===== src/vde_consts.svh =====
// Offsets, field positions and special codes of the virtual completion block.
// Assumes inclusion by bare name from package and design files.
`ifndef VDE_CONSTS_SVH
`define VDE_CONSTS_SVH

`define VDE_OFF_EOI_GRP0    16'h0010
`define VDE_OFF_PEEK_GRP0   16'h0018
`define VDE_OFF_DEACT_ID    16'h1000

`define VDE_ID_LSB          0
`define VDE_ID_MSB          9
`define VDE_SRC_LSB         10
`define VDE_SRC_MSB         12

`define VDE_ID_SPECIAL_BASE 10'h3fc
`define VDE_ID_SPUR_GRP1    10'h3fe
`define VDE_ID_SPUR_NONE    10'h3ff
`define VDE_ID_SGI_LIMIT    10'h010

`define VDE_ST_INACTIVE     2'h0
`define VDE_ST_PENDING      2'h1
`define VDE_ST_ACTIVE       2'h2
`define VDE_ST_ACT_PEND     2'h3
`define VDE_ST_ACTIVE_BIT   1
`define VDE_ST_PENDING_BIT  0

`define VDE_APR_RESET       32'h0000_0000
`define VDE_MISS_RESET      5'h00

`endif


===== src/vde_pkg.sv =====
// Types shared by the virtual completion block and its surroundings.
// Assumes vde_consts.svh on the include path.
`include "vde_consts.svh"

package vde_pkg;

   // One list-register entry as seen by this block
   typedef struct packed {
      logic [1:0] st;
      logic       hw;
      logic       grp;
      logic [4:0] prio;
      logic [2:0] src;
      logic [9:0] pid;
      logic [9:0] vid;
   } vde_lr_t;

   // Deactivate request to the physical distributor
   typedef struct packed {
      logic       nonsecure;
      logic [9:0] pid;
   } vde_phys_req_t;

endpackage


===== src/vde_virt_completion.sv =====
// Deactivate, end-of-interrupt and pending-peek logic of a virtual
// processor interface, with the list registers it works on.
// Assumes one register access per cycle and a hypervisor loading entries.
`timescale 1ns/10ps
`include "vde_consts.svh"

module vde_virt_completion
   import vde_pkg::*;
#(
   parameter int NUM_LR     = 4,
   parameter bit SINGLE_SEC = 1'b0
)(
   input  wire logic                          sys_clk,
   input  wire logic                          sys_rst,
   input  wire logic                          reg_wr,
   input  wire logic                          reg_rd,
   input  wire logic [15:0]                   reg_addr,
   input  wire logic [31:0]                   reg_wdata,
   input  wire logic                          reg_secure,
   output logic      [31:0]                   reg_rdata,
   input  wire logic                          split_completion_mode,
   input  wire logic                          acknowledge_control_bit,
   input  wire logic                          lr_load,
   input  wire logic [$clog2(NUM_LR)-1:0]     lr_load_idx,
   input  wire vde_lr_t                       lr_load_data,
   input  wire logic                          ack_req,
   output logic      [9:0]                    ack_id,
   output vde_lr_t   [NUM_LR-1:0]             list_register_entry,
   output logic      [31:0]                   active_priorities_register,
   output logic      [4:0]                    completion_miss_counter,
   output logic                               phys_deact_valid,
   output vde_phys_req_t                      phys_deact_req
);

   localparam int IW = $clog2(NUM_LR);

   vde_lr_t [NUM_LR-1:0] lr_reg;
   logic [31:0]          apr_reg;
   logic [4:0]           miss_reg;
   logic [31:0]          rdata_reg;
   logic [9:0]           ack_id_reg;
   logic                 phys_vld_reg;
   vde_phys_req_t        phys_req_reg;

   logic [9:0]           wr_id;
   logic [2:0]           wr_src;
   logic                 wr_special;
   logic                 dir_wr;
   logic                 eoi_wr;
   logic                 peek_rd;
   logic                 do_deact;
   logic                 ack_take;
   logic                 secure_eff;
   logic [NUM_LR-1:0]    hit;
   logic [NUM_LR-1:0]    pend;
   logic                 hit_any;
   logic [IW-1:0]        hit_idx;
   logic                 hit_active;
   logic                 best_vld;
   logic [IW-1:0]        best_idx;
   logic [31:0]          apr_low;
   logic [31:0]          peek_val;

   // Only the low identifier bits and the source field matter here
   assign wr_id      = reg_wdata[`VDE_ID_MSB:`VDE_ID_LSB];
   assign wr_src     = reg_wdata[`VDE_SRC_MSB:`VDE_SRC_LSB];
   assign wr_special = (wr_id >= `VDE_ID_SPECIAL_BASE);
   assign dir_wr     = reg_wr && (reg_addr == `VDE_OFF_DEACT_ID);
   assign eoi_wr     = reg_wr && (reg_addr == `VDE_OFF_EOI_GRP0);
   assign peek_rd    = reg_rd && (reg_addr == `VDE_OFF_PEEK_GRP0);
   assign secure_eff = reg_secure || SINGLE_SEC;

   // Deactivate outside split mode is undefined; it is dropped here
   assign do_deact = !wr_special &&
                     ((dir_wr && split_completion_mode) ||
                      (eoi_wr && !split_completion_mode));

   // Writes and list loads win over a same-cycle acknowledge
   assign ack_take = ack_req && !reg_wr && !lr_load;

   genvar gi;
   generate
      for (gi = 0; gi < NUM_LR; gi++) begin : g_entry
         // Sender field only tells software interrupts apart
         assign hit[gi] = (lr_reg[gi].st != `VDE_ST_INACTIVE) &&
                          (lr_reg[gi].vid == wr_id) &&
                          (lr_reg[gi].hw || lr_reg[gi].vid >= `VDE_ID_SGI_LIMIT ||
                           lr_reg[gi].src == wr_src);
         assign pend[gi] = (lr_reg[gi].st == `VDE_ST_PENDING);
      end
   endgenerate

   always_comb begin
      hit_any  = 1'b0;
      hit_idx  = '0;
      best_vld = 1'b0;
      best_idx = '0;
      for (int i = 0; i < NUM_LR; i++) begin
         if (hit[i] && !hit_any) begin
            hit_any = 1'b1;
            hit_idx = IW'(i);
         end
         // Lower value is higher priority; ties go to the lower index
         if (pend[i] && (!best_vld || lr_reg[i].prio < lr_reg[best_idx].prio)) begin
            best_vld = 1'b1;
            best_idx = IW'(i);
         end
      end
   end

   // Only the first match acts; a duplicated identifier is a hypervisor fault
   assign hit_active = hit_any && lr_reg[hit_idx].st[`VDE_ST_ACTIVE_BIT];
   // Lowest set bit is the highest running priority
   assign apr_low    = apr_reg & (~apr_reg + 32'h0000_0001);

   // Query is combinational from the entries; the read flop adds one cycle
   always_comb begin
      peek_val = {22'h0, `VDE_ID_SPUR_NONE};
      if (best_vld) begin
         if (lr_reg[best_idx].grp) begin
            if (!secure_eff || acknowledge_control_bit) begin
               peek_val = {19'h0,
                           lr_reg[best_idx].hw ? 3'h0 : lr_reg[best_idx].src,
                           lr_reg[best_idx].vid};
            end else begin
               peek_val = {22'h0, `VDE_ID_SPUR_GRP1};
            end
         end else if (secure_eff) begin
            peek_val = {19'h0,
                        lr_reg[best_idx].hw ? 3'h0 : lr_reg[best_idx].src,
                        lr_reg[best_idx].vid};
         end
      end
   end

   // List registers
   always_ff @(posedge sys_clk or posedge sys_rst) begin
      if (sys_rst) begin
         lr_reg <= '0;
      end else if (lr_load) begin
         lr_reg[lr_load_idx] <= lr_load_data;
      end else if (do_deact && hit_active) begin
         // Active to inactive, active-and-pending to pending
         lr_reg[hit_idx].st[`VDE_ST_ACTIVE_BIT] <= 1'b0;
      end else if (ack_take && best_vld) begin
         lr_reg[best_idx].st <= `VDE_ST_ACTIVE;
      end
      // Matched but not active: left untouched as the safe choice
   end

   // Active priorities
   always_ff @(posedge sys_clk or posedge sys_rst) begin
      if (sys_rst) begin
         apr_reg <= `VDE_APR_RESET;
      end else if (eoi_wr && !wr_special) begin
         apr_reg <= apr_reg & ~apr_low;
      end else if (ack_take && best_vld) begin
         apr_reg[lr_reg[best_idx].prio] <= 1'b1;
      end
   end

   // Completion misses wrap; the hypervisor reads and resets its copy
   always_ff @(posedge sys_clk or posedge sys_rst) begin
      if (sys_rst) begin
         miss_reg <= `VDE_MISS_RESET;
      end else if (do_deact && !hit_any) begin
         miss_reg <= miss_reg + 5'h01;
      end
   end

   // Physical deactivate, always issued as a non-secure request
   always_ff @(posedge sys_clk or posedge sys_rst) begin
      if (sys_rst) begin
         phys_vld_reg <= 1'b0;
         phys_req_reg <= '0;
      end else begin
         phys_vld_reg <= do_deact && hit_active && lr_reg[hit_idx].hw;
         if (do_deact && hit_active && lr_reg[hit_idx].hw) begin
            phys_req_reg.nonsecure <= 1'b1;
            phys_req_reg.pid       <= lr_reg[hit_idx].pid;
         end
      end
   end

   // Read data: peek has no side effect; other offsets read zero
   always_ff @(posedge sys_clk or posedge sys_rst) begin
      if (sys_rst) begin
         rdata_reg <= 32'h0000_0000;
      end else if (reg_rd) begin
         rdata_reg <= peek_rd ? peek_val : 32'h0000_0000;
      end
   end

   // With nothing pending an acknowledge reports 1023 and changes nothing
   always_ff @(posedge sys_clk or posedge sys_rst) begin
      if (sys_rst) begin
         ack_id_reg <= `VDE_ID_SPUR_NONE;
      end else if (ack_take) begin
         ack_id_reg <= best_vld ? lr_reg[best_idx].vid : `VDE_ID_SPUR_NONE;
      end
   end

   assign reg_rdata                  = rdata_reg;
   assign ack_id                     = ack_id_reg;
   assign list_register_entry        = lr_reg;
   assign active_priorities_register = apr_reg;
   assign completion_miss_counter    = miss_reg;
   assign phys_deact_valid           = phys_vld_reg;
   assign phys_deact_req             = phys_req_reg;
endmodule


===== config.mk =====
export PLATFORM = sky130hd
export DESIGN_NAME = vde_virt_completion
export DESIGN_NICKNAME = d
export VERILOG_FILES = /design/src/vde_pkg.sv /design/src/vde_virt_completion.sv
export VERILOG_INCLUDE_DIRS = /design/src
export SDC_FILE = /design/constraint.sdc
export NUM_CORES = 1
export LEC_CHECK = 0
export BUFFER_PORTS_ARGS = -buffer_cell sky130_fd_sc_hd__buf_2
export CELL_PAD_IN_SITES_DETAIL_PLACEMENT = 0
export CELL_PAD_IN_SITES_GLOBAL_PLACEMENT = 1
export CORE_UTILIZATION = 41
export CTS_BUF_LIST = sky130_fd_sc_hd__clkbuf_2 sky130_fd_sc_hd__clkbuf_4 sky130_fd_sc_hd__clkbuf_8
export DETAILED_ROUTE_END_ITERATION = 8
export GPL_TIMING_DRIVEN = 0
export PLACE_DENSITY = 0.81
export SETUP_SLACK_MARGIN = 0.02
export SYNTH_ARGS = -nofsm -noshare
export SYNTH_HDL_FRONTEND = slang
export SYNTH_SLANG_ARGS = --single-unit

===== constraint.sdc =====
create_clock -name sys_clk -period 8.3 [get_ports sys_clk]
set_clock_uncertainty 0.15 [all_clocks]
set_input_delay 0 -clock sys_clk [delete_from_list [all_inputs] [get_ports sys_clk]]
set_output_delay 0 -clock sys_clk [all_outputs]
set_load 0.1 [all_outputs]

Word-level counts from Yosys, hierarchy flattened
Cells that the tools add are included.
- output and inout port bits: 219
- word-level logic and storage cells: 183
- flip-flop bits (word level): 219
- order comparisons: 18
- mux-type cells: 45
- add/subtract/negate cells: 2
- equal/unequal tests: 15
- bitwise logic cells: 5
- reduce and logical (&&, ||, !) cells: 63
- operators with widths (kind ; number):
    128-bit bitwise mux ; 3
    128-bit two-way mux ; 3
    32-bit two-way mux ; 9
    32-bit binary-select mux with 2-bit select ; 4
    32-bit demux with 2-bit select ; 3
    32-bit bitwise AND ; 2
    32-bit inverter ; 2
    28-bit two-way mux ; 2
    10-bit == test ; 4
    10-bit by 5-bit greater-or-equal comparator with 1-bit output (second input constant) ; 4
    32-bit by 1-bit adder with 32-bit output (second input constant) ; 1
    16-bit by 5-bit == test with 1-bit output (second input constant) ; 2
    1-bit logical AND ; 32
    32-bit OR ; 1
    30-bit two-way mux ; 1
    13-bit two-way mux ; 2
    16-bit by 13-bit == test with 1-bit output (second input constant) ; 1
    2-bit by 3-bit less-than comparator with 1-bit output (second input constant) ; 5
    5-bit less-than comparator ; 3
    1-bit logical OR ; 13
    3-bit == test ; 4
    1-bit logical NOT ; 12
    1-bit two-way mux ; 11
    10-bit greater-or-equal comparator (second input constant) ; 1
    11 further kinds ; 23

Longest topological paths before layout
Gate-level depths: netlist (run 1).
- depth after elaboration: 27
- depth in mapped cells: 31
- depth with buffers taken out: 26

Worst setup path before layout (run 1)
OpenSTA, ideal clock, no wires.
- kind: reg-to-reg
- start: reg lr_reg, in the netlist list_register_entry[27]
- end: reg rdata_reg[10] (netlist: reg_rdata[10])
- setup slack: 1.124 ns
- required time: 8.083 ns
- stages on the path, launching flop included: 30
- setup time: 0.067 ns
- arrival: 6.958 ns
- cell sequence: dfrtp_1 -> inv_1 -> ha_1 -> nand2_1 -> nor4b_1 -> a21o_1 -> clkbuf_1 -> buf_1 -> a21oi_1 -> ha_1 -> nand4_1 -> a21oi_1 -> o211ai_1 -> o211ai_1 -> clkbuf_1 -> nor2_1 -> a21oi_1 -> inv_1 -> ha_1 -> a21oi_1 -> nor2_1 -> a211oi_1 -> o21ai_0 -> o21ba_2 -> clkbuf_1 -> clkbuf_1 -> clkbuf_1 -> nor3_1 -> nor4_1 -> a22o_1
- word-level cells in the longest chain between the ends: 23
- elaborated cells on any way between the ends: 29
- classes of those cells: 3 x order compare; 18 x mux; 8 x reduce/logical
- ends and longest elaborated chain (element ; line ; RTL):
    start: declaration ; vde_virt_completion.sv:37 ; vde_lr_t [NUM_LR-1:0] lr_reg;
    start signal: indexed assignment ; vde_virt_completion.sv:141 ; lr_reg[lr_load_idx] <= lr_load_data;
    5-bit less-than comparator ; vde_virt_completion.sv:104 ; if (pend[i] && (!best_vld || lr_reg[i].prio < lr_reg[best_idx].prio)) begin
    1-bit logical OR ; vde_virt_completion.sv:104 ;
    1-bit logical AND ; vde_virt_completion.sv:104 ;
    1-bit two-way mux ; vde_virt_completion.sv:104 ;
    32-bit binary-select mux with 2-bit select ; vde_virt_completion.sv:104 ;
    28-bit two-way mux (not written as such) ; vde_virt_completion.sv:104 ;
    5-bit less-than comparator ; vde_virt_completion.sv:104 ;
    1-bit logical OR ; vde_virt_completion.sv:104 ;
    [... 7 more ...] ; n/a ;
    2-bit two-way mux ; vde_virt_completion.sv:104 ;
    32-bit binary-select mux with 2-bit select ; vde_virt_completion.sv:120, vde_virt_completion.sv:123, vde_virt_completion.sv:130 ;
    30-bit two-way mux ; n/a ;
    3-bit two-way mux ; vde_virt_completion.sv:123, vde_virt_completion.sv:130 ;
    13-bit two-way mux (on tied branches) ; vde_virt_completion.sv:128, vde_virt_completion.sv:121 ;
    32-bit two-way mux ; vde_virt_completion.sv:120 ; if (lr_reg[best_idx].grp) begin
    32-bit two-way mux * ; vde_virt_completion.sv:119 ; if (best_vld) begin
    32-bit two-way mux * ; vde_virt_completion.sv:190 ; rdata_reg <= peek_rd ? peek_val : 32'h0000_0000;
    end signal: assignment ; vde_virt_completion.sv:190 ;
    end: declaration ; vde_virt_completion.sv:40 ; logic [31:0] rdata_reg;
Mark *: on every way between the ends. The rest lies on a longest branch, timed or not. The select of a mux whose other input is x is not followed.
A chain may end at the register's enable or synchronous reset.

Worst setup path in the final report (run 1)
- start: reg lr_reg, in the netlist list_register_entry[63]
- end: reg rdata_reg[12] (netlist: reg_rdata[12])
- word-level cells in the longest chain between the ends: 22
- elaborated cells on any way between the ends: 28
- classes of those cells: 2 x order compare; 1 x eq/ne; 18 x mux; 7 x reduce/logical
- ends and longest elaborated chain (element ; line):
    2-bit by 1-bit == test with 1-bit output (no line) * ; n/a
    1-bit logical AND * ; vde_virt_completion.sv:104
    1-bit two-way mux ; vde_virt_completion.sv:104
    32-bit binary-select mux with 2-bit select ; vde_virt_completion.sv:104
    28-bit two-way mux (not written as such) ; vde_virt_completion.sv:104
    5-bit less-than comparator ; vde_virt_completion.sv:104
    1-bit logical OR ; vde_virt_completion.sv:104
    1-bit logical AND ; vde_virt_completion.sv:104
    [... 6 more ...] ; n/a
    2-bit two-way mux ; vde_virt_completion.sv:104
    32-bit binary-select mux with 2-bit select ; vde_virt_completion.sv:120, vde_virt_completion.sv:123, vde_virt_completion.sv:130
    30-bit two-way mux ; n/a
    3-bit two-way mux ; vde_virt_completion.sv:123, vde_virt_completion.sv:130
    13-bit two-way mux (on tied branches) ; vde_virt_completion.sv:128, vde_virt_completion.sv:121
    32-bit two-way mux ; vde_virt_completion.sv:120
    32-bit two-way mux * ; vde_virt_completion.sv:119
    32-bit two-way mux * ; vde_virt_completion.sv:190
Marks and branches as above.

==> impl_metrics.csv, run 1 <==
group,metric,value,unit
cts,root_buffer,"clkbuf_8",
layout,multi_input_area,5040,µm²
placed_design,place_congestion,0.934,
critical_path,r2r_slack,0.41,ns
pwr,switchingPower,2950,µW
timing,hold_ws,0.0569,ns
critical_path,end_kind,"flop",
timing,fmax,127,MHz
timing,setup_violations,0,
global_route,grt-ovfl-total,0,
die,core_area,24600,µm²
worst_hold_path,holdCritPathClass,"input port to flop",
global_route,grt_pass1_wl,54.0,mm
synth,async_flop_share,100,%
cts,clk_pin_slew,0.11,ns
timing,rsz0062_at_grt,"false",
synth,synthFlopType,"dfrtp_1",
placed_design,port_buffers,260,
route,wl_per_cell,21.0,µm
critical_path,critPathSlowestCell,"dfrtp_1",
critical_path,worst_setup_path_start_kind,"flop",
pwr,swShare,59.2,%
route,drt_iter0_drc,744,
synth,synth_seq_cells,200,
critical_path,worstSetupStartpoint,"list_register_entry[63]$_DFFE_PP0P_",
cts,postCtsSetupRepairBufs,0,
timing,max-slew-margin-rel,27.7,%
global_route,grtUsageTotal,27.4,%
pwr,power_density,378,nW/µm²
critical_path,reg2reg_depth,27,
layout,fin_nets,1461,
outcome,outcome,"finished clean",
cts,clk_latency,0.49,ns
global_route,grt_pass1_vias,9250,
die,die_h,161,µm
timing,finalCritPeriodShare,95.1,%
critical_path,critPathCapture,"reg_rdata[12]$_DFFE_PP0P_",
synth,ys_seq_area_share,48.2,%
global_route,antenna_found_initial,3,
pwr,ir_drop,269,µV
pwr,seqPwrFrac,28.6,%
die,die_width,161,µm
layout,largest_register_ffs,128,
pwr,clkPwrFrac,13.2,%
critical_path,worstPathMaxFanout,10,
critical_path,worst_ep_required_time,8.56,ns
synth,synth.cell_area,10400,µm²
cts,numCtsBuffers,17,
die,initial_core_util,42.3,%
die,boundaryPins,310,
die,die_area,26000,µm²
synth,postSynthCellCount,1008,
synth,synth_edf_count,0,
layout,instances_no_fill,1697,
route,antenna_left,0,
timing,min_period,7.89,ns
timing,layout_setup_ws,0.408,ns
critical_path,crit_type,"flop to flop",
layout,seq_area,5020,µm²
pwr,internal-power,2030,µW
global_route,grt_start_max_net_pins,119,
pwr,p_leak,0.00628,µW
placed_design,dp_hpwl,26.8,mm
layout,syn2layout_area_growth,26.6,%
layout,nFillCells,2271,
cts,tritoncts,"done",
flow_run,drv_cap,0,
route,vias,9401,
synth,avgSynthCellArea,10.3,µm²
timing,slew_viol_final,0,
route,vias_per_cell,5.54,
timing,hold_viol,0,
layout,drive_gt1_share,33.2,%
critical_path,r2r_start,"list_register_entry[63]$_DFFE_PP0P_",
route,drc,0,
critical_path,cpPeakStageDelay,0.51,ns
placed_design,pre_cts_ws,-0.194,ns
cts,cts_sinks,200,
synth,synth_warnings,0,
placed_design,placed_cells_incl_taps,1611,
die,rows,57,
route,first_pass_iters,5,
cts,h-tree-depth,4,
synth,synth_cell_type_count,71,
critical_path,r2r_end,"reg_rdata[12]$_DFFE_PP0P_",
timing,tightestPinTransition,1.08,ns
cts,clock_path_buffers,2,
pwr,p_comb_share,58.2,%
route,routed_wl,35.7,mm
pwr,total_power,4970,µW
critical_path,arrival,8.16,ns
[power by group through the flow]
stage,Sequential [µW],Combinational [µW],Clock (µW)
global placement,1430,2830,0
floorplan,2810,858,0
finish,1420,2890,656
CTS,1420,2870,668
detailed placement,1440,2850,0
global route,1450,3010,702
[layer usage]
layer | global-route usage [%] | wire length [µm]
met5 | 0 | 13
met3 | 6.78 | 2970
met4 | 12.5 | 1460
met1 | 34.9 | 14700
met2 | 44.1 | 16500
[worst min-delay path by stage]
stage                                      from                              endpoint  slack, ns  cells past startpoint
after floorplan                lr_load_data[30]  list_register_entry[126]$_DFFE_PP0P_      -0.04                      2
after global placement         lr_load_data[14]   list_register_entry[78]$_DFFE_PP0P_       0.08                      3
after detailed placement                sys_rst   list_register_entry[58]$_DFFE_PP0P_       0.08                      2
after CTS                 split_completion_mode            phys_deact_valid$_DFF_PP0_       0.05                      6
after global routing      split_completion_mode            phys_deact_valid$_DFF_PP0_       0.11                      6
final                     split_completion_mode            phys_deact_valid$_DFF_PP0_       0.06                      6
[metrics by stage]
stage / cell area [µm²] / utilization [%] / setup TNS (ns)
after floorplan: 10500 / - / 0
after global placement: 12200 / 49.5 / -1.62
after detailed placement: 12200 / 49.7 / -1.47
after CTS: 13200 / 53.5 / 0
after global routing: 13200 / 53.5 / 0
final: 13200 / 53.6 / 0
[cells in the final DEF, fill, tap and decap left out, types with 5 or more instances in the layout]
cell	instances
nand4_1	10
and3_1	5
buf_4	19
nor2_1	60
inv_1	28
o21ai_0	58
nand2b_1	12
clkinv_8	6
xor2_1	34
nor2b_1	7
ha_1	13
mux2_2	105
nand3_1	14
dfstp_2	10
nor3_1	28
a22o_1	14
conb_1	19
a21oi_1	21
nor4_1	14
xnor2_1	22
clkbuf_1	42
a221o_1	9
or3_1	5
dlygate4sd3_1	51
dfrtp_1	190
o2bb2ai_1	13
a211oi_1	14
a211o_1	11
clkbuf_8	18
buf_2	261
nand2_1	140
mux2i_1	16
[kinds of logic (layout without fill, tap and decap cells)]
| kind of cell | count (synthesis) | in the layout | share of synthesized area, % |
|---|---|---|---|
| and+or+nand+nor | 326 | 326 | 15.2 |
| muxes | 122 | 122 | 13.0 |
| xor gates and xnor gates | 56 | 56 | 4.71 |
| AOI/OAI and AO/OA | 194 | 194 | 13.1 |
| DFF | 200 | 200 | 48.2 |
| buffers and inverters | 96 | 440 | 4.15 |
| other | 1 | 22 | 0.0360 |
| adders and majority gates | 13 | 13 | 1.56 |
[what timing repair did]
item	in CTS	in global routing
resized for setup	1	10
endpoints found under the hold margin	271	0
setup endpoints to repair	23	62
hold buffers	51	0
[cell type report]
class	count	area share, %
flip-flops and latches	200	38.1
multi-input cells	730	38.2
clock buffers	18	1.88
diodes	3	0.0570
repair buffers	312	14.0
well taps	324	3.08
clock inverters	14	1.34
inverters	29	0.883
plain buffers	67	2.50
[synthesized netlist by cell type (5+ instances only)]
cell type / count / share of area, %
dfrtp_1: 190 / 46
nand2_1: 140 / 5.0
mux2_2: 105 / 11
nor2_1: 60 / 2.2
o21ai_0: 58 / 2.8
clkbuf_1: 46 / 1.7
xor2_1: 34 / 2.9
inv_1: 29 / 1.0
nor3_1: 28 / 1.3
xnor2_1: 22 / 1.9
a21oi_1: 21 / 1.0
buf_4: 19 / 1.4
mux2i_1: 17 / 1.6
a211oi_1: 15 / 1.1
a22o_1: 14 / 1.2
nand3_1: 14 / 0.67
nor4_1: 14 / 0.84
ha_1: 13 / 1.6
o2bb2ai_1: 13 / 1.1
nand2b_1: 12 / 0.72
a211o_1: 11 / 0.93
dfstp_2: 10 / 2.5
nand4_1: 10 / 0.60
a221o_1: 9 / 0.87
nor2b_1: 7 / 0.42
and3_1: 5 / 0.30
or3_1: 5 / 0.30
[worst max-delay path, delay by kind of cell, from the launching register on]
family,cells,cell delay [ns]
compound gates,10,2.60
buf+inv,7,2.32
simple gates,8,1.58
fa+ha+maj,2,0.65
flops,1,0.51
Power figures use the tool's default switching activity.
==> run 2, diff against run 1 <==
--- a/config.mk
+++ b/config.mk
@@ -12,7 +12,7 @@
 export CORE_UTILIZATION = 41
 export CTS_BUF_LIST = sky130_fd_sc_hd__clkbuf_2 sky130_fd_sc_hd__clkbuf_4 sky130_fd_sc_hd__clkbuf_8
 export DETAILED_ROUTE_END_ITERATION = 8
-export GPL_TIMING_DRIVEN = 0
+export GPL_TIMING_DRIVEN = 1
 export PLACE_DENSITY = 0.81
 export SETUP_SLACK_MARGIN = 0.02
 export SYNTH_ARGS = -nofsm -noshare
==> run 2 against run 1 <==
Compared with the run above:
- core utilization is essentially flat
- first-iteration DRC count shrank 14%
- power shrank 1.2%
- register-to-register slack gained 0.37 ns
- critical path depth shrank 1
- hold slack lost 0.052 ns
- largest cell class unchanged
- highest routed layer unchanged
==> impl_metrics.csv, run 2 (same netlist as run 1, synthesis figures left out) <==
group,metric,value,unit
route,vias_per_cell,5.42,
layout,nFillCells,2248,
timing,fmax,133,MHz
critical_path,end_kind,"flop",
cts,clk_latency,0.49,ns
cts,cts_resized,0,
timing,tightestPinTransition,1.19,ns
critical_path,worstPathMaxFanout,24,
layout,seq_area,5020,µm²
die,initial_core_util,42.3,%
cts,tritoncts,"done",
worst_hold_path,holdCritPathClass,"input port to asynchronous set/reset pin",
die,die_width,161,µm
critical_path,arrival,7.74,ns
layout,fin_nets,1437,
route,antenna_left,0,
die,boundaryPins,310,
timing,hold_viol,0,
layout,multi_input_area,5040,µm²
global_route,grt_pass1_vias,9017,
layout,layout_commonest_cell,"buf_2",
timing,hold_ws,0.00455,ns
route,first_pass_iters,6,
route,vias,9049,
critical_path,crit_buf_inv,4,
layout,syn2layout_area_growth,26.5,%
layout,mostFrequentLayoutCells,"271 x buf_2, 190 x dfrtp_1, 140 x nand2_1",
critical_path,crit_type,"flop to flop",
layout,fin_area,13200,µm²
placed_design,port_buffers,271,
cts,root_buffer,"clkbuf_8",
critical_path,worst_ep_required_time,8.52,ns
pwr,power_density,373,nW/µm²
timing,setup_violations,0,
die,core_area,24600,µm²
global_route,antenna_found_initial,4,
global_route,grt_pass1_wl,51.6,mm
timing,setup_tns,0,ns
placed_design,place_congestion,0.872,
flow_run,drv_cap,0,
critical_path,worst_path_most_repeated_cell,"a21oi_1",
die,die_area,26000,µm²
die,rows,57,
layout,drive_gt1_share,33.7,%
layout,largest_register_ffs,128,
die,die_h,161,µm
timing,rsz0062_at_grt,"false",
timing,finalCritPeriodShare,90.7,%
critical_path,critPathTopFamily,"compound AO/OA/AOI/OAI gates",
cts,clk_pin_slew,0.12,ns
route,drt_iter0_drc,639,
global_route,grt-ovfl-total,0,
pwr,ir_drop,256,µV
critical_path,worst_setup_path_start_kind,"flop",
cts,h-tree-depth,4,
cts,cts_hold_buf,73,
timing,max-slew-margin-rel,20.4,%
cts,numCtsBuffers,17,
timing,slew_viol_final,0,
outcome,outcome,"finished clean",
global_route,grtUsageTotal,25.9,%
global_route,grt_start_max_net_pins,129,
cts,postCtsSetupRepairBufs,0,
placed_design,dp_hpwl,24.0,mm
placed_design,place_area,12000,µm²
pwr,p_leak,0.00625,µW
critical_path,cpPeakStageDelay,0.66,ns
timing,min_period,7.53,ns
route,wl_per_cell,20.0,µm
route,routed_wl,33.4,mm
cts,cts_sinks,200,
critical_path,critPathSlowestCell,"o21ba_2",
cts,clock_path_buffers,2,
route,drc,0,
-- run 2: through the flow --
step                cells  utilization (%)  worst slack (ns)  power, µW
CTS                  1670             53.5             0.820       4930
global route         1670             53.5             0.141       5130
finish               1671             53.5             0.775       4920
global placement     1565             48.9              1.78       4230
detailed placement   1565             48.9              1.70       4250
floorplan            1026                -              1.12       3670
-- run 2: per-layer routing --
layer	part of all wire (%)	global-route usage, %
met1	42	32.7
met2	48	42.5
met3	7.4	6.70
met4	3.0	10.0
met5	0.13	0
-- run 2: worst paths after layout --
check,start,endpoint,slack (ns),cells after the start
worst max-delay path,list_register_entry[27]$_DFFE_PP0P_,reg_rdata[0]$_DFFE_PP0P_,0.77,26
worst min-delay path,sys_rst,list_register_entry[64]$_DFFE_PP0P_,0.005,3
worst max register to register,list_register_entry[27]$_DFFE_PP0P_,reg_rdata[0]$_DFFE_PP0P_,0.77,26
worst min register to register,completion_miss_counter[4]$_DFFE_PP0P_,completion_miss_counter[4]$_DFFE_PP0P_,0.33,1
max in group asynchronous,sys_rst,reg_rdata[4]$_DFFE_PP0P_,6.55,4
min in group sys_clk,lr_load_idx[0],list_register_entry[70]$_DFFE_PP0P_,0.05,5
-- run 2: final cells by class --
| class | instances | share of cell area (%) |
|---|---|---|
| Clock buffer | 18 | 1.88 |
| Antenna cell | 1 | 0.0190 |
| Tap cell | 324 | 3.08 |
| Inverter | 29 | 0.883 |
| Multi-Input combinational cell | 730 | 38.3 |
| Sequential cell | 200 | 38.1 |
| Timing Repair Buffer | 355 | 16.5 |
| Clock inverter | 14 | 1.29 |
-- run 2: power by group --
| group | total [µW] | internal [µW] | switching, µW |
|---|---|---|---|
| registers | 1420 | 1180 | 239 |
| logic | 2850 | 600 | 2250 |
| clock network | 649 | 241 | 408 |
-- run 2: tightest hold or removal path: cells and delay by family --
kind / cells / cell delay (ns)
buffers and inverters: 3 / 1.19
